--- src/inc/tec_defs.svh ---
`ifndef TEC_DEFS_SVH
`define TEC_DEFS_SVH
// register byte offsets
`define TEC_OFF_CTRL 8'h00
`define TEC_OFF_CFG 8'h04
`define TEC_OFF_STAT 8'h08
`define TEC_OFF_CNT0 8'h10
`define TEC_CNT_MASK 8'hf3
// control word: four bits each, one per channel, except the single factory bit
`define TEC_CTRL_START 0
`define TEC_CTRL_STOP 4
`define TEC_CTRL_CLEAR 8
`define TEC_CTRL_PONSTOP 12
`define TEC_CTRL_PONSTART 16
`define TEC_CTRL_STDCFG 20
`define TEC_CTRL_FACTORY 24
// configuration and status fields
`define TEC_CFG_EDGE 0
`define TEC_CFG_MODE 4
`define TEC_STAT_RUN 0
`define TEC_STAT_PON 4
`define TEC_STAT_LVL 8
// reset values
`define TEC_EDGE_RST 4'h0
`define TEC_MODE_RST 4'h0
`define TEC_PON_RST 4'h0
`endif

--- src/inc/tec_pkg.sv ---
package tec_pkg;
  typedef logic [31:0] tec_word_t;
  typedef enum logic [1:0] {TEC_OKAY = 2'b00, TEC_SLVERR = 2'b10} tec_resp_e;
endpackage

--- src/inc/tec_chan_if.sv ---
`timescale 1ns/1ps
interface tec_chan_if #(parameter int W = 32);
  logic start_now;
  logic stop_now;
  logic clear_now;
  logic rd_clear;
  logic falling_sel;
  logic edge_in;
  logic running;
  logic [W-1:0] count;
  modport ctrl (output start_now, stop_now, clear_now, rd_clear, falling_sel, edge_in, input running, count);
  modport chan (input start_now, stop_now, clear_now, rd_clear, falling_sel, edge_in, output running, count);
endinterface

--- src/design/tec_chan.sv ---
`timescale 1ns/1ps
module tec_chan
  import tec_pkg::*;
#(
  parameter int W = 32
)
(
  // clock and reset
  input wire logic clk,
  input wire logic rst_n,
  // controls and state
  tec_chan_if.chan cif
);

  logic samp_q;
  logic prev_q;
  logic run_q;
  logic [W-1:0] cnt_q;
  logic edge_hit;
  logic inc;
  logic zero;

  // sample and keep the prior level for edge compare
  always_ff @(posedge clk or negedge rst_n)
  begin
    if (!rst_n)
    begin
      samp_q <= 1'b0;
      prev_q <= 1'b0;
    end
    else
    begin
      samp_q <= cif.edge_in;
      prev_q <= samp_q;
    end
  end

  // one hit per transition, polarity per channel
  assign edge_hit = cif.falling_sel ? (prev_q & ~samp_q) : (~prev_q & samp_q);
  assign inc = edge_hit & run_q; // a stopped channel ignores edges
  assign zero = cif.clear_now | cif.rd_clear;

  // run flag: stop wins if both arrive together
  always_ff @(posedge clk or negedge rst_n)
  begin
    if (!rst_n)
      run_q <= 1'b0;
    else if (cif.stop_now)
      run_q <= 1'b0;
    else if (cif.start_now)
      run_q <= 1'b1;
  end

  // count: a clear does not swallow an edge in the same cycle
  always_ff @(posedge clk or negedge rst_n)
  begin
    if (!rst_n)
      cnt_q <= '0;
    else if (zero)
      cnt_q <= inc ? W'(1) : '0;
    else if (inc)
      cnt_q <= cnt_q + W'(1); // natural wrap to zero
  end

  assign cif.running = run_q;
  assign cif.count = cnt_q;
endmodule // tec_chan

--- src/design/tec_top.sv ---
// The register offsets and the AXI4-Lite slave port are this design's own decisions.
`timescale 1ns/1ps
`include "tec_defs.svh"
// Operation
// - each channel holds an unsigned 32-bit count that wraps from all ones to zero on one more edge.
// - in read-and-clear mode a count read returns the value and zeroes it in the same action.
// - each channel counts rising or falling transitions of its input as its edge select says.
// - the standard count configuration forces a channel to rising-edge counting.
// - factory reset sets every edge select to rising; preset or card reset leaves it alone.
// - the edge select of every channel reads back as falling or rising.
// - a start-now request enables counting at once.
// - a channel whose power-on start flag is set begins counting as soon as power-on completes.
// - the power-on start flag reads back as 1 when set and 0 when clear.
// - the four counters are the local channels 05 to 08 of a slot, here words 0 to 3.
// - reading several counts returns one value per channel in the order requested.
// - a stop-now request halts counting at once so later edges leave the count alone.
// - read mode selects plain read or read-and-clear; factory reset selects plain read.
// - a power-on stop request clears the power-on start flag.
// - factory reset and clear-now zero the counts; preset or card reset leaves them alone.
module tec_top
  import tec_pkg::*;
#(
  parameter int CW = 32,
  parameter int NCH = 4,
  parameter logic [3:0] PON_INIT = `TEC_PON_RST
)
(
  // clock and reset
  input wire logic SYS_CLK,
  input wire logic RSTN,
  // thresholded event inputs, one per channel
  input wire logic [NCH-1:0] EDGE_IN,
  // axi4-lite write address and data
  input wire logic [7:0] S_AXI_AWADDR,
  input wire logic S_AXI_AWVALID,
  output logic S_AXI_AWREADY,
  input wire logic [31:0] S_AXI_WDATA,
  input wire logic [3:0] S_AXI_WSTRB,
  input wire logic S_AXI_WVALID,
  output logic S_AXI_WREADY,
  // axi4-lite write response
  output logic [1:0] S_AXI_BRESP,
  output logic S_AXI_BVALID,
  input wire logic S_AXI_BREADY,
  // axi4-lite read
  input wire logic [7:0] S_AXI_ARADDR,
  input wire logic S_AXI_ARVALID,
  output logic S_AXI_ARREADY,
  output logic [31:0] S_AXI_RDATA,
  output logic [1:0] S_AXI_RRESP,
  output logic S_AXI_RVALID,
  input wire logic S_AXI_RREADY
);

  // ************************************************************
  // decode helpers
  // ************************************************************
  // byte enables widened to a bit mask
  function automatic tec_word_t strb_mask(input logic [3:0] s);
    tec_word_t m;
    m = '0;
    for (int b = 0; b < 4; b++)
      m[b*8 +: 8] = {8{s[b]}};
    return m;
  endfunction

  // count word window: offsets 0x10..0x1c, aligned
  function automatic logic cnt_hit(input logic [7:0] a);
    return (a & `TEC_CNT_MASK) == `TEC_OFF_CNT0;
  endfunction

  // ************************************************************
  // bus slave state
  // ************************************************************
  logic aw_have_q;
  logic w_have_q;
  logic bvalid_q;
  logic rvalid_q;
  logic [7:0] awaddr_q;
  tec_word_t wdata_q;
  logic [3:0] wstrb_q;
  tec_resp_e bresp_q;
  tec_resp_e rresp_q;
  tec_word_t rdata_q;
  logic do_write;
  logic ar_hs;
  logic wr_ctrl;
  logic wr_cfg;
  tec_word_t wmask;
  tec_word_t ctrl_bits;
  tec_word_t cfg_bits;
  logic factory;
  logic [1:0] ar_idx;
  tec_word_t rd_mux;
  logic rd_err;
  // channel settings
  logic [NCH-1:0] edge_sel_q;
  logic [NCH-1:0] rmode_q;
  logic [NCH-1:0] pon_q;
  logic pon_done_q;
  logic pon_fire;
  logic [NCH-1:0] start_v;
  logic [NCH-1:0] stop_v;
  logic [NCH-1:0] clear_v;
  logic [NCH-1:0] pstop_v;
  logic [NCH-1:0] pstart_v;
  logic [NCH-1:0] std_v;
  logic [NCH-1:0] rdclr_v;
  logic [NCH-1:0] run_v;
  logic [NCH-1:0] low_v;
  logic [CW-1:0] cnt_arr [NCH];
  logic [CW-1:0] cnt_sel;
  // ************************************************************
  // write path
  // ************************************************************
  // a write needs both address and data; either may come first
  assign do_write = aw_have_q & w_have_q & ~bvalid_q;
  assign wmask = strb_mask(wstrb_q);
  assign wr_ctrl = do_write && (awaddr_q == `TEC_OFF_CTRL);
  assign wr_cfg = do_write && (awaddr_q == `TEC_OFF_CFG);
  assign ctrl_bits = wr_ctrl ? (wdata_q & wmask) : '0;
  assign cfg_bits = wdata_q & wmask;
  // per-channel command pulses from the control word
  assign start_v = ctrl_bits[`TEC_CTRL_START +: NCH];
  assign stop_v = ctrl_bits[`TEC_CTRL_STOP +: NCH];
  assign pstop_v = ctrl_bits[`TEC_CTRL_PONSTOP +: NCH];
  assign pstart_v = ctrl_bits[`TEC_CTRL_PONSTART +: NCH];
  assign std_v = ctrl_bits[`TEC_CTRL_STDCFG +: NCH];
  assign factory = ctrl_bits[`TEC_CTRL_FACTORY];
  assign clear_v = ctrl_bits[`TEC_CTRL_CLEAR +: NCH] | {NCH{factory}};
  // address and data holding registers
  always_ff @(posedge SYS_CLK or negedge RSTN)
  begin
    if (!RSTN)
    begin
      aw_have_q <= 1'b0;
      w_have_q <= 1'b0;
      awaddr_q <= '0;
      wdata_q <= '0;
      wstrb_q <= '0;
    end
    else
    begin
      if (S_AXI_AWVALID && S_AXI_AWREADY)
      begin
        aw_have_q <= 1'b1;
        awaddr_q <= S_AXI_AWADDR;
      end
      else if (do_write)
        aw_have_q <= 1'b0;
      if (S_AXI_WVALID && S_AXI_WREADY)
      begin
        w_have_q <= 1'b1;
        wdata_q <= S_AXI_WDATA;
        wstrb_q <= S_AXI_WSTRB;
      end
      else if (do_write)
        w_have_q <= 1'b0;
    end
  end
  // write response; read-only and unmapped words answer slverr
  always_ff @(posedge SYS_CLK or negedge RSTN)
  begin
    if (!RSTN)
    begin
      bvalid_q <= 1'b0;
      bresp_q <= TEC_OKAY;
    end
    else if (do_write)
    begin
      bvalid_q <= 1'b1;
      bresp_q <= (wr_ctrl || wr_cfg) ? TEC_OKAY : TEC_SLVERR;
    end
    else if (S_AXI_BREADY)
      bvalid_q <= 1'b0;
  end
  // holding registers full means the channel stalls
  assign S_AXI_AWREADY = ~aw_have_q;
  assign S_AXI_WREADY = ~w_have_q;
  assign S_AXI_BVALID = bvalid_q;
  assign S_AXI_BRESP = bresp_q;

  // ************************************************************
  // settings registers
  // ************************************************************
  // edge select; factory and standard config both force rising
  always_ff @(posedge SYS_CLK or negedge RSTN)
  begin
    if (!RSTN)
      edge_sel_q <= `TEC_EDGE_RST;
    else if (factory)
      edge_sel_q <= `TEC_EDGE_RST;
    else if (wr_cfg)
      edge_sel_q <= (edge_sel_q & ~wmask[`TEC_CFG_EDGE +: NCH]) | cfg_bits[`TEC_CFG_EDGE +: NCH];
    else
      edge_sel_q <= edge_sel_q & ~std_v;
  end

  // read mode; standard config also returns to plain read
  always_ff @(posedge SYS_CLK or negedge RSTN)
  begin
    if (!RSTN)
      rmode_q <= `TEC_MODE_RST;
    else if (factory)
      rmode_q <= `TEC_MODE_RST;
    else if (wr_cfg)
      rmode_q <= (rmode_q & ~wmask[`TEC_CFG_MODE +: NCH]) | cfg_bits[`TEC_CFG_MODE +: NCH];
    else
      rmode_q <= rmode_q & ~std_v;
  end

  // power-on start flags; a set in the same write beats the stop
  always_ff @(posedge SYS_CLK or negedge RSTN)
  begin
    if (!RSTN)
      pon_q <= PON_INIT;
    else
      pon_q <= (pon_q & ~pstop_v) | pstart_v;
  end

  // first cycle after reset release marks power-on complete
  always_ff @(posedge SYS_CLK or negedge RSTN)
  begin
    if (!RSTN)
      pon_done_q <= 1'b0;
    else
      pon_done_q <= 1'b1;
  end
  assign pon_fire = ~pon_done_q;

  // ************************************************************
  // counting channels, local 05..08 map to words 0..3
  // ************************************************************
  generate
    for (genvar i = 0; i < NCH; i++)
    begin : g_ch
      tec_chan_if #(.W(CW)) cif ();
      assign cif.start_now = start_v[i] | (pon_fire & pon_q[i]);
      assign cif.stop_now = stop_v[i];
      assign cif.clear_now = clear_v[i];
      assign cif.rd_clear = rdclr_v[i];
      assign cif.falling_sel = edge_sel_q[i];
      assign cif.edge_in = EDGE_IN[i];
      assign run_v[i] = cif.running;
      assign cnt_arr[i] = cif.count;
      assign low_v[i] = (cnt_arr[i] <= CW'(1)); // cleared, or one edge taken during the clear
      // clear only the word being read, and only in read-and-clear mode
      assign rdclr_v[i] = ar_hs && cnt_hit(S_AXI_ARADDR) && (ar_idx == 2'(i)) && rmode_q[i];
      tec_chan #(.W(CW)) u_chan (
        .clk(SYS_CLK),
        .rst_n(RSTN),
        .cif(cif)
      );
    end
  endgenerate

  // ************************************************************
  // read path
  // ************************************************************
  assign ar_hs = S_AXI_ARVALID & S_AXI_ARREADY;
  assign ar_idx = S_AXI_ARADDR[3:2];
  assign cnt_sel = cnt_arr[ar_idx];
  // read data selection; control word reads as zero
  always_comb
  begin
    rd_mux = '0;
    rd_err = 1'b0;
    if (S_AXI_ARADDR == `TEC_OFF_CTRL)
      rd_mux = '0;
    else if (S_AXI_ARADDR == `TEC_OFF_CFG)
    begin
      rd_mux[`TEC_CFG_EDGE +: NCH] = edge_sel_q; // 1 = falling
      rd_mux[`TEC_CFG_MODE +: NCH] = rmode_q;
    end
    else if (S_AXI_ARADDR == `TEC_OFF_STAT)
    begin
      rd_mux[`TEC_STAT_RUN +: NCH] = run_v;
      rd_mux[`TEC_STAT_PON +: NCH] = pon_q;
      rd_mux[`TEC_STAT_LVL +: NCH] = EDGE_IN;
    end
    else if (cnt_hit(S_AXI_ARADDR))
      rd_mux = 32'(cnt_sel);
    else
      rd_err = 1'b1;
  end

  // value captured at the same edge that clears the count
  always_ff @(posedge SYS_CLK or negedge RSTN)
  begin
    if (!RSTN)
    begin
      rvalid_q <= 1'b0;
      rdata_q <= '0;
      rresp_q <= TEC_OKAY;
    end
    else if (ar_hs)
    begin
      rvalid_q <= 1'b1;
      rdata_q <= rd_mux;
      rresp_q <= rd_err ? TEC_SLVERR : TEC_OKAY;
    end
    else if (S_AXI_RREADY)
      rvalid_q <= 1'b0;
  end
  // one read in flight; a new address waits for the answer to drain
  assign S_AXI_ARREADY = ~rvalid_q;
  assign S_AXI_RVALID = rvalid_q;
  assign S_AXI_RDATA = rdata_q;
  assign S_AXI_RRESP = rresp_q;
endmodule // tec_top

--- config.mk ---
export PLATFORM = sky130hd
export DESIGN_NAME = tec_top
export DESIGN_NICKNAME = d
export VERILOG_FILES = /design/src/inc/tec_pkg.sv /design/src/inc/tec_chan_if.sv /design/src/design/tec_chan.sv /design/src/design/tec_top.sv
export VERILOG_INCLUDE_DIRS = /design/src /design/src/inc
export SDC_FILE = /design/constraint.sdc
export NUM_CORES = 1
export LEC_CHECK = 0
export ABC_AREA = 1
export BUFFER_PORTS_ARGS = -buffer_cell sky130_fd_sc_hd__buf_2
export CAP_MARGIN = 5
export CORE_MARGIN = 5
export CORE_UTILIZATION = 37
export DETAILED_ROUTE_END_ITERATION = 8
export PLACE_DENSITY = 0.56
export SKIP_LAST_GASP = 1
export SLEW_MARGIN = 20
export SYNTH_ARGS = -nofsm -noshare
export SYNTH_HDL_FRONTEND = slang
export SYNTH_SLANG_ARGS = --single-unit
--- constraint.sdc ---
create_clock -name SYS_CLK -period 2.8 [get_ports SYS_CLK]
set_input_delay 0.14 -clock SYS_CLK [delete_from_list [all_inputs] [get_ports SYS_CLK]]
set_output_delay 0.14 -clock SYS_CLK [all_outputs]
set_load 0.02 [all_outputs]
==> impl_summary.md, run 1 <==
Finish
The area growth from synthesis to final layout is 18.1%. The number of antenna repair diodes is 0. The utilization after layout is 0.442.

The share of layout cells above drive strength 1 is 0.124. The total number of nets in the final design is 2162. Counting the fill cells in the layout gives 3740.

Timing
Based on the critical path, the design can be clocked at up to 510 MHz. The ratio of final minimum period to clock period is 0.700. The count of pins over their slew limit was 0. The final hold violation count was 0. Setup repair after global routing left no endpoint under its margin. For the finished layout, the period the worst path requires is 1960 ps.

Adding up every negative setup slack in the final design gives 0 ps. Setup violations remaining at the end of the flow were counted as 0. The maximum clock skew at final layout is 25.6 ps. The relative slew slack is 0.549.

The transition time at the pin with the least slew margin is 676 ps.

Route
The number of routed nets with antenna violations is 0. The via density per instance is 5.09. In the routed design, unresolved DRC markers number 0. The total detailed-routing wirelength is 45500 um.

The via total after detailed routing is 13100. The first routing iteration left 933 violations. The wire length per cell is 17.6 um. The number of search-and-repair iterations in the first detailed-routing pass is 5.

GRT
The met3 usage in global routing is 0.0330. Global routing finished with a remaining overflow of 0. In the global route stage, overall resource usage came out at 0.220. For this run, global-route usage on met1 was measured as 0.309. The first global-routing pass estimated 72300 um of wire. The fraction of met2 tracks used by global routing is 0.355.

The layer flagged by global routing as most heavily used is met2. The initial antenna violation count was 1. The number of global-route vias before repair is 12800. The largest net degree at the start of global routing is 82.

Clock tree
Once the clock tree was built, the resizer swapped 0 gates to a different size. The CTS root buffer is clkbuf_16. The deepest level of the CTS H-tree is 1.

The clock tree buffer depth is 3. Buffers inserted during clock tree synthesis total 28. The clock drives 228 sinks. The clock transition time at the flip-flop clock pins of the worst setup and hold paths is 60 ps. TritonCTS built the clock tree. For the worst-skew pair, the clock arrives at the later sink with an insertion delay of 580 ps.

Worst setup path
Along the worst path, the maximum fanout reaches 13. STA classifies the critical path endpoint as a flop. The required time of the critical path is 3310 ps. The setup path with the least slack is of type flop to flop.

The category of the worst setup path launch point is a flop. STA puts the critical path data arrival time at 2470 ps.

Synth
The instance count of the mapped netlist is 1949. In this run, distinct cell masters in the synthesized netlist total 53. Yosys printed 0 warnings. The cell area that synthesis handed to floorplanning was 13700 sq um. The synthesized design spends more area on one cell type than any other, namely dfrtp_1. Yosys attributes the largest share of cell area to dfrtp_1, nand2_1, nor2_1, inv_1, nand3_1.

The most used flip-flop cell after synthesis is dfrtp_1. The mean instance size in the synthesized netlist is 7.01 sq um. Of the post-synthesis cell area, the dominant cell type holds 0.417. Of all flip-flops after synthesis, the portion carrying an async set or reset was 1.00.

For this run, the register share of the synthesized area comes to 0.417. The synthesized design contains 228 register bits. The number of flops mapped to enable cells by yosys is 0.

Power
The peak supply drop is 551 uV. Dividing total power by cell area gives a power density of 628 nW/um^2. The static leakage power is 7.54 nW. Overall power consumption after layout is estimated at 10.1 mW.

Floorplan
The initial utilization of the core area, before any placement, comes to 0.374. The vertical die dimension is 202 um. The floorplan step defined a die boundary enclosing 40900 sq um. The count of standard-cell rows is 70. The I/O pin count is 104. Measured along the x axis, the die boundary spans 202 um. In this run the standard cell core region covers 36500 sq um.

Status
The flow ran to the end, and the final reports show no timing, DRC or antenna violations.

Min path
The class of the worst hold path is primary input to flop.

Job
Across the run, the number of max-cap violations was 0.

Placed design
The half-perimeter wire length after detailed placement is 34400 um. The number of input and output port buffers inserted is 94. The last weighted congestion value of the routability-driven placer is 0.920.
[sequential cells by signal, indices dropped and copies added (netlist names), 8 cells and up]
| signal | flops |
|---|---|
| wdata_q | 25 |
| g_ch.u_chan.cif.count | 128 |
| S_AXI_RDATA | 32 |
| awaddr_q | 8 |
[layout by cell type (no fill, tap or decap), types with 4 or more instances in the layout]
master         netlist  layout
xnor2_1              6       6
nor2_1             332     332
a22o_1               4       4
o2111ai_1            8       8
inv_2               11      11
o21ai_0             70      70
nor2_2              17      17
xor2_1              11      11
nor3_1              21      21
a22oi_1              5       5
nand3_2              6       6
dfrtp_1            228     228
dlygate4sd3_1        0      46
nor2_4               8       8
nand3b_1             4       4
o211ai_1             9       9
nand2_1            657     657
buf_2               19      93
a21oi_1             51      51
nand3_1            113     113
inv_1              195     195
nand2_2             12      12
buf_4                7      15
bufinv_16            0       9
clkbuf_1             6       4
o22ai_1             26      26
nand4_1             22      22
mux2_2              34      34
ha_1                 4       4
clkbuf_16            0      28
o31ai_1             13      13
[cell usage after synthesis (all sizes together), types with 3 or more instances]
master	instances
o21a	3
buf	35
o2111ai	8
ha	4
nand4	24
xnor2	6
mux2	34
clkbuf	6
o211ai	9
o31ai	13
a22oi	5
nor3	23
inv	207
a21oi	51
o21bai	3
nor2	359
nand3b	4
nand2	672
a21boi	3
nand3	121
a22o	4
dfrtp	228
o22ai	26
o21ai	73
xor2	11
[per-stage QoR]
stage                     area [sq um]  cells  setup WS (ps)  hold WS [ps]
after floorplan                  13700   1950           1270          -156
after global placement           14600   2487            849           185
after detailed placement         14600   2487            835           186
after CTS                        16100   2584            812          34.2
after global routing             16100   2584            636          56.7
final                            16100   2584            841          46.5
[timing repair]
item                                    CTS  global route
endpoints found under the setup margin    0             0
hold buffers                             46             0
hold endpoints to repair                123             0
setup buffers                             0             0
[cell type report]
type,count,area (sq um),share of cell area
timing repair buffer,156,1070,0.0665
clock inverter,16,329,0.0204
sequential,228,5710,0.353
tap,468,586,0.0363
inverter,208,783,0.0485
clock buffer,35,757,0.0469
multi-input combinational,1473,6910,0.428
[critical path, cell delays in order, from the launching register on]
cell     delay, ps
dfrtp_1        370
nor2_1         120
nand2_1        120
nor2_4         140
nand2_2        210
inv_4          180
nand2_1        130
nand2_4        170
inv_2          170
nand2_1        160
nand2_1         80
nand2_1         50
[logic make-up after synthesis]
family	share of synthesized area
AND/OR/NAND/NOR	0.373
buffers and inverters	0.0772
flip-flops	0.417
AO/OA/AOI/OAI	0.0888
multiplexers	0.0280
XOR/XNOR	0.0109
adder cells (fa/ha/maj)	0.00366
other	0.000549
[final timing paths]
path	start	to	slack (ps)	cells past startpoint
setup reg to reg	awaddr_q[5]	g_ch[3].u_chan.cif.count[29]	840	11
setup / recovery	awaddr_q[5]	g_ch[3].u_chan.cif.count[29]	840	11
hold reg to reg	g_ch[0].u_chan.samp_q	g_ch[0].u_chan.prev_q	400	0
max in group asynchronous	RSTN	S_AXI_RDATA[0]	1690	3
min in group asynchronous	RSTN	g_ch[3].u_chan.cif.count[24]	150	2
hold / removal	S_AXI_ARVALID	S_AXI_RDATA[11]	50	5
[metal layers]
| layer | up-vias | wire, um |
|---|---|---|
| li1 | 6518 | - |
| met1 | 6175 | 20900 |
| met2 | 389 | 20500 |
| met3 | 65 | 2790 |
| met4 | 2 | 1250 |
| met5 | - | 7 |
[power breakdown]
group | internal, mW | switching [mW]
clock network | 2.75 | 1.54
registers | 3.75 | 0.430
logic | 0.653 | 1.02
Note: power is estimated with default switching activity, not from simulation.
==> run 2, diff against run 1 <==
clock period = 1.9 ns   (was 2.8 ns; I/O delays follow)
==> run 2 against run 1 <==
  * Clock skew fell by 9.8 ps
  * Sequential power is 47% higher
  * Die area did not move
  * Hold slack lost 31 ps
  * Clock power up 32%
  * Critical endpoint is now g_ch[1].u_chan.cif.count[12]
  * Largest cell class unchanged
==> impl_summary.md, run 2 (synthesis results as in run 1) <==
Finish
The total number of nets in the final design is 2205 (+2.0%). The top cell types in the final layout, fill and taps aside, are nand2_1, nor2_1, dfrtp_1. The most common cell after layout, fill and taps aside is nand2_1. The number of antenna repair diodes was 0 (unchanged). The non-filler instance count after layout is 2627 (+1.7%). The area growth from synthesis to final layout is 20.2%. The final design instance area without fill is 16400 sq um (+1.8%). The utilization after layout is 0.450 (+0.00778).

The flip-flop count of the largest register, all copies and words added came to 128 (unchanged). The share of layout cells above drive strength 1 is 0.145 (+0.0207). The fill cell total of the finished layout is 3738 (-0.053%).

Worst setup path
In this design, the largest share of critical-path delay is due to simple AND/OR/NAND/NOR gates. The most numerous cell type found on the critical path is nor2_1. Walking the worst path, the cells encountered are nor2_1, nand2_1, nor2_1, o211ai_1, nand2_2, buf_4, nor2_1, nand2_1, o21ai_0.

The largest stage delay on the critical path is 370 ps (about the same). The slowest stage cell on the critical path is dfrtp_1. The signal arrival time at the worst endpoint is 2200 ps (-270 ps). The required time of the critical path is 2330 ps (-980 ps).

STA classifies the critical path endpoint as a flop. The largest fanout on the critical path is 8 (-5). The category of the worst setup path launch point is a flop. The critical path in this run is classified as flop to flop. The total buffers and inverters traversed by the critical path is 1 (-1).

Clock tree
The post-CTS repair timing setup buffer count is 0 (unchanged). The number of sinks driven by the clock tree is 228 (unchanged). The clock latency of the later-clocked register in the worst-skew pair is 570 ps (about the same). The clock transition time at the flip-flop clock pins of the worst setup and hold paths is 60 ps (about the same). The clock tree from TritonCTS is done.

The clock buffer count from CTS is 29 (+3.6%). The deepest level of the CTS H-tree was 1 (unchanged). The CTS root buffer is clkbuf_16. The clock tree buffer depth came to 3 (unchanged).

GRT
The initial antenna violation count is 1 (unchanged). The total congestion overflow is 0 (unchanged). The number of global-route vias before repair was 12900 (+0.25%). The largest net degree at the start of global routing is 66 (-20%). The all-layer global routing usage was 0.221 (+0.00114).

The global-route wire length before repair is 72200 um (about the same).

Floorplan
The vertical die dimension is 202 um (unchanged). The horizontal die dimension was 202 um (unchanged). The core region area came to 36500 sq um (unchanged). The count of standard-cell rows is 70 (unchanged).

The initial core utilization is 0.374 (unchanged). The die outline area was 40900 sq um (unchanged). The I/O pin count came to 104 (unchanged).

Timing
The summed negative setup slack over all endpoints was 0 ps (unchanged). The transition time at the pin with the least slew margin was 622 ps (-54.4 ps). The final hold violation count is 0 (unchanged). The relative slew slack was 0.585 (+0.0368).

Setup repair after global routing could not meet its margin everywhere. The maximum clock skew at final layout is 15.7 ps (-9.82 ps). The count of pins over their slew limit is 0 (unchanged). The fmax is 565 MHz (+11%). The tightest hold margin was 15.6 ps (-30.8 ps). The setup violation total in the final timing report came to 0 (unchanged).

The final worst setup slack is 131 ps (-710 ps). The shortest period the worst path allows was 1770 ps (-190 ps). The ratio of final minimum period to clock period was 0.931 (+0.231).

Status
The run finished with clean final reports.

Power
The peak supply drop is 665 uV (+21%). The relative contribution of the clock network to total power is 0.391 (-0.031). The share of total power in combinational logic came to 0.186 (+0.021). The cell area power density is 882 nW/um^2 (+40%). The internal power summed over all cells is 10.1 mW (+41%).

The static leakage power is 7.74 nW (+2.6%). The switching power share of the total is 0.306 (+0.0107). The switching power is 4.43 mW (+48%). The overall power of the completed layout is 14.5 mW (+43%).

The proportion of power drawn by flip-flops and latches is 0.423 (+0.011).

Route
The number of search-and-repair iterations in the first detailed-routing pass is 5 (unchanged). The number of DRC markers in iteration 0 is 1014 (+8.7%). The wire length per cell is 17.5 um (-0.55%). The number of design rule violations left after detail routing is 0 (unchanged). The total detailed-routing wirelength was 46000 um (+1.1%). The number of routed nets with antenna violations is 0 (unchanged). The via total after detailed routing is 13200 (+0.46%). The via density per instance is 5.03 (-1.2%).

Placed design
The number of input and output port buffers inserted came to 94 (unchanged). The instance count after placement with tap cells included is 2531 (+1.8%). The worst setup timing slack at the placement stage came to 121 ps (-714 ps). The half-perimeter wire length after detailed placement is 35500 um (+3.0%). The instance area at placement is 15000 sq um (+2.7%). The last weighted congestion value of the routability-driven placer was 0.929 (+0.91%).

Min path
In this run the worst hold path is classified as primary input to flop.

Job
The reported max-cap violation count came to 0 (unchanged).
## run 2: cell count changes in the layout (fill, tap and decap cells not counted), sizes merged
cell         change
dlygate4sd3      -2
buf             +44
clkbuf           +6
bufinv           -7
clkinv           +2
## run 2: path summary, 6_finish.rpt
kind | to | slack, ps | from | cells after the start
max | g_ch[1].u_chan.cif.count[12] | 130 | awaddr_q[1] | 9
min | S_AXI_RDATA[11] | 20 | S_AXI_ARVALID | 5
max reg2reg | g_ch[1].u_chan.cif.count[12] | 130 | awaddr_q[1] | 9
min reg2reg | g_ch[2].u_chan.prev_q | 410 | g_ch[2].u_chan.samp_q | 0
max in group asynchronous | g_ch[0].u_chan.cif.count[12] | 1120 | RSTN | 3
min in group asynchronous | g_ch[3].u_chan.cif.count[14] | 80 | RSTN | 2
## run 2: power groups by stage
stage | combinational [mW] | sequential (mW) | clock, mW
2_1_floorplan | 1.77 | 6.01 | 0
6_report | 2.69 | 6.13 | 5.67
4_1_cts | 2.69 | 6.11 | 5.79
3_5_place_dp | 2.61 | 6.20 | 0
5_1_grt | 3.00 | 6.22 | 5.99
3_3_place_gp | 2.57 | 6.17 | 0
## run 2: layer usage
layer / GRT usage / up-vias / share of wire
met5: 0 / - / 0.00026
met4: 0.0689 / 2 / 0.032
met3: 0.0337 / 68 / 0.057
met2: 0.354 / 367 / 0.45
met1: 0.310 / 6190 / 0.46
li1: - / 6582 / -
## run 2: area by class of cell
class,count,area [sq um],area share
multi-input combinational,1473,6920,0.421
tap,468,586,0.0356
clock inverter,11,114,0.00693
timing repair buffer,198,1450,0.0880
inverter,208,783,0.0477
clock buffer,41,871,0.0530
sequential,228,5710,0.347
## run 2: worst reg2reg max path, stage by stage (launching register included)
cell      delay, ps
dfrtp_1         370
nor2_1          140
nand2_1          90
nor2_1          240
o211ai_1        210
nand2_2         210
buf_4           210
nor2_1           50
nand2_1          40
o21ai_0          80
## run 2: repair_timing
action / in CTS / in global routing
hold endpoints to repair: 250 / 0
endpoints found under the setup margin: 0 / 15
hold buffers: 44 / 0
resized for setup: 0 / 4
==> run 3, diff against run 2 <==
--- a/config.mk
+++ b/config.mk
@@ -13,2 +13,3 @@
 export CORE_UTILIZATION = 37
+export CTS_CLUSTER_SIZE = 28
 export DETAILED_ROUTE_END_ITERATION = 8
--- a/constraint.sdc
+++ b/constraint.sdc
@@ -3,2 +3,2 @@
 set_output_delay 0.095 -clock SYS_CLK [all_outputs]
-set_load 0.02 [all_outputs]
+set_load 0.1 [all_outputs]
==> run 3 against run 2 <==
  * First-iteration DRC count down 6.6%
  * Core utilization is 0.058 points higher
  * Flip-flop and latch count stayed put
==> impl_summary.md, run 3 (synthesis results as in run 1) <==
Floorplan
The vertical die dimension is 202 um (unchanged). The die outline area is 40900 sq um (unchanged). The horizontal die dimension was 202 um (unchanged).

The initial core utilization is 0.374 (unchanged). The I/O pin count was 104 (unchanged). The count of standard-cell rows is 70 (unchanged). The core region area was 36500 sq um (unchanged).

Clock tree
The clock tree from TritonCTS is done. The deepest level of the CTS H-tree was 1 (unchanged). The root buffer cell chosen for the clock tree is clkbuf_16. The clock transition time at the flip-flop clock pins of the worst setup and hold paths is 60 ps (about the same).

The number of sinks driven by the clock tree is 228 (unchanged). The clock tree buffer depth is 3 (unchanged). The clock latency of the later-clocked register in the worst-skew pair is 560 ps (about the same). The clock buffer count from CTS was 27 (-6.9%).

Route
The total detailed-routing wirelength is 46100 um (+0.20%). The via total after detailed routing is 13400 (+1.2%). The via density per instance is 5.10 (+1.4%). The number of DRC markers in iteration 0 is 947 (-6.6%). The number of design rule violations left after detail routing was 0 (unchanged). The number of search-and-repair iterations in the first detailed-routing pass is 5 (unchanged). The number of routed nets with antenna violations came to 0 (unchanged). The wire length per cell was 17.6 um (+0.47%).

Timing
The tightest hold margin is 25.0 ps (+9.35 ps). The shortest period the worst path allows was 1740 ps (-24.4 ps). The final worst setup slack came to 155 ps (+24.4 ps). The ratio of final minimum period to clock period came to 0.918 (-0.0128). The setup violation total in the final timing report came to 0 (unchanged). Setup repair after global routing could not meet its margin everywhere. The final hold violation count came to 0 (unchanged). The count of pins over their slew limit is 0 (unchanged). The transition time at the pin with the least slew margin was 582 ps (-40.2 ps). The relative slew slack is 0.612 (+0.0268).

The summed negative setup slack over all endpoints was 0 ps (unchanged). The fmax came to 573 MHz (+1.4%). The maximum clock skew at final layout is 11.4 ps (-4.33 ps).

GRT
The initial antenna violation count is 0 (-1). The largest net degree at the start of global routing was 51 (-23%). The total congestion overflow is 0 (unchanged). The all-layer global routing usage is 0.224 (+0.00232). The number of global-route vias before repair came to 12800 (-0.75%).

The global-route wire length before repair came to 73200 um (+1.4%).

Worst setup path
The largest fanout on the critical path came to 6 (-2). By startpoint and endpoint, the worst setup path is classified as flop to flop. The category of the worst setup path launch point is a flop. STA classifies the critical path endpoint as a flop. The signal arrival time at the worst endpoint is 2240 ps (+40 ps). The required time of the critical path is 2400 ps (+70 ps).

Placed design
The last weighted congestion value of the routability-driven placer is 0.954 (+2.7%). The half-perimeter wire length after detailed placement is 35800 um (+0.98%). The worst setup timing slack at the placement stage came to 126 ps (+4.69 ps). The instance area at placement is 15000 sq um (about the same). The number of input and output port buffers inserted is 94 (unchanged).

Finish
Compared with the post-synthesis result, the final layout area differs by 20.4%. The top cell types in the final layout, fill and taps aside, are nand2_1, nor2_1, dfrtp_1. The flip-flop count of the largest register, all copies and words added came to 128 (unchanged). The fill cell total of the finished layout was 3730 (-0.21%). The total number of nets in the final design is 2201 (-0.18%). The library cell used most frequently in the layout, excluding fill and tap cells, is nand2_1. The final design instance area without fill came to 16500 sq um (+0.13%).

The utilization after layout is 0.450 (+0.000582). The share of layout cells above drive strength 1 is 0.144 (-0.00139). The number of antenna repair diodes is 0 (unchanged).

Min path
The class of the worst hold path is primary input to flop.

Job
The reported max-cap violation count is 0 (unchanged).

Power
The cell area power density is 896 nW/um^2 (+1.5%). The static leakage power is 7.72 nW (-0.26%). The peak supply drop is 828 uV (+25%).

Status
The run finished with clean final reports.
[run 3: cell type report]
| type | instances | area (sq um) | area share |
|---|---|---|---|
| multi-input combinational | 1473 | 6950 | 0.422 |
| clock inverter | 11 | 170 | 0.0103 |
| inverter | 208 | 787 | 0.0478 |
| clock buffer | 36 | 779 | 0.0474 |
| timing repair buffer | 196 | 1470 | 0.0896 |
| tap | 468 | 586 | 0.0356 |
| sequential | 228 | 5710 | 0.347 |
[run 3: stage by stage]
| step | std cells | total power, mW |
|---|---|---|
| 6_report | 2620 | 14.7 |
| 5_1_grt | 2620 | 15.5 |
| 4_1_cts | 2619 | 14.9 |
| 3_5_place_dp | 2526 | 9.14 |
| 3_3_place_gp | 2526 | 9.07 |
| 2_1_floorplan | 1950 | 8.10 |
[run 3: worst max-delay path: stages, from the launching register on]
cell     delay, ps
dfrtp_1        410
ha_1           200
nand3_2        130
nor2_4         210
nand3_2        170
nor2_1         170
nand3_1        160
nand2_1         90
nand2_1         40
nor2_1          90
[run 3: path summary, 6_finish.rpt]
kind,from,end,slack [ps],depth (start not counted)
max in group asynchronous,RSTN,g_ch[0].u_chan.cif.count[29],1190,3
worst max register to register,g_ch[2].u_chan.cif.count[1],g_ch[2].u_chan.cif.count[18],160,9
worst min register to register,g_ch[0].u_chan.samp_q,g_ch[0].u_chan.prev_q,400,0
worst min-delay path,S_AXI_AWVALID,aw_have_q,20,3
min in group asynchronous,RSTN,g_ch[3].u_chan.cif.count[22],50,2
worst max-delay path,g_ch[2].u_chan.cif.count[1],g_ch[2].u_chan.cif.count[18],160,9
[run 3: power breakdown]
part | switching (mW) | leakage (nW) | internal, mW
clock | 2.17 | 0.475 | 3.41
sequential | 0.594 | 3.03 | 5.54
combinational | 1.91 | 4.21 | 1.12
total | 4.67 | 7.72 | 10.1
[run 3: timing repair]
action | in CTS | in global routing
hold endpoints to repair | 276 | 0
setup endpoints to repair | 0 | 30
hold buffers | 46 | 0
setup buffers | 0 | 1
gates resized for setup | 0 | 9
[run 3: layer usage]
layer,routed length [um],GRT usage,vias up
li1,-,-,6584
met1,21700,0.321,6327
met2,20500,0.357,385
met3,2660,0.0326,68
met4,1340,0.0565,0
met5,0,0,-
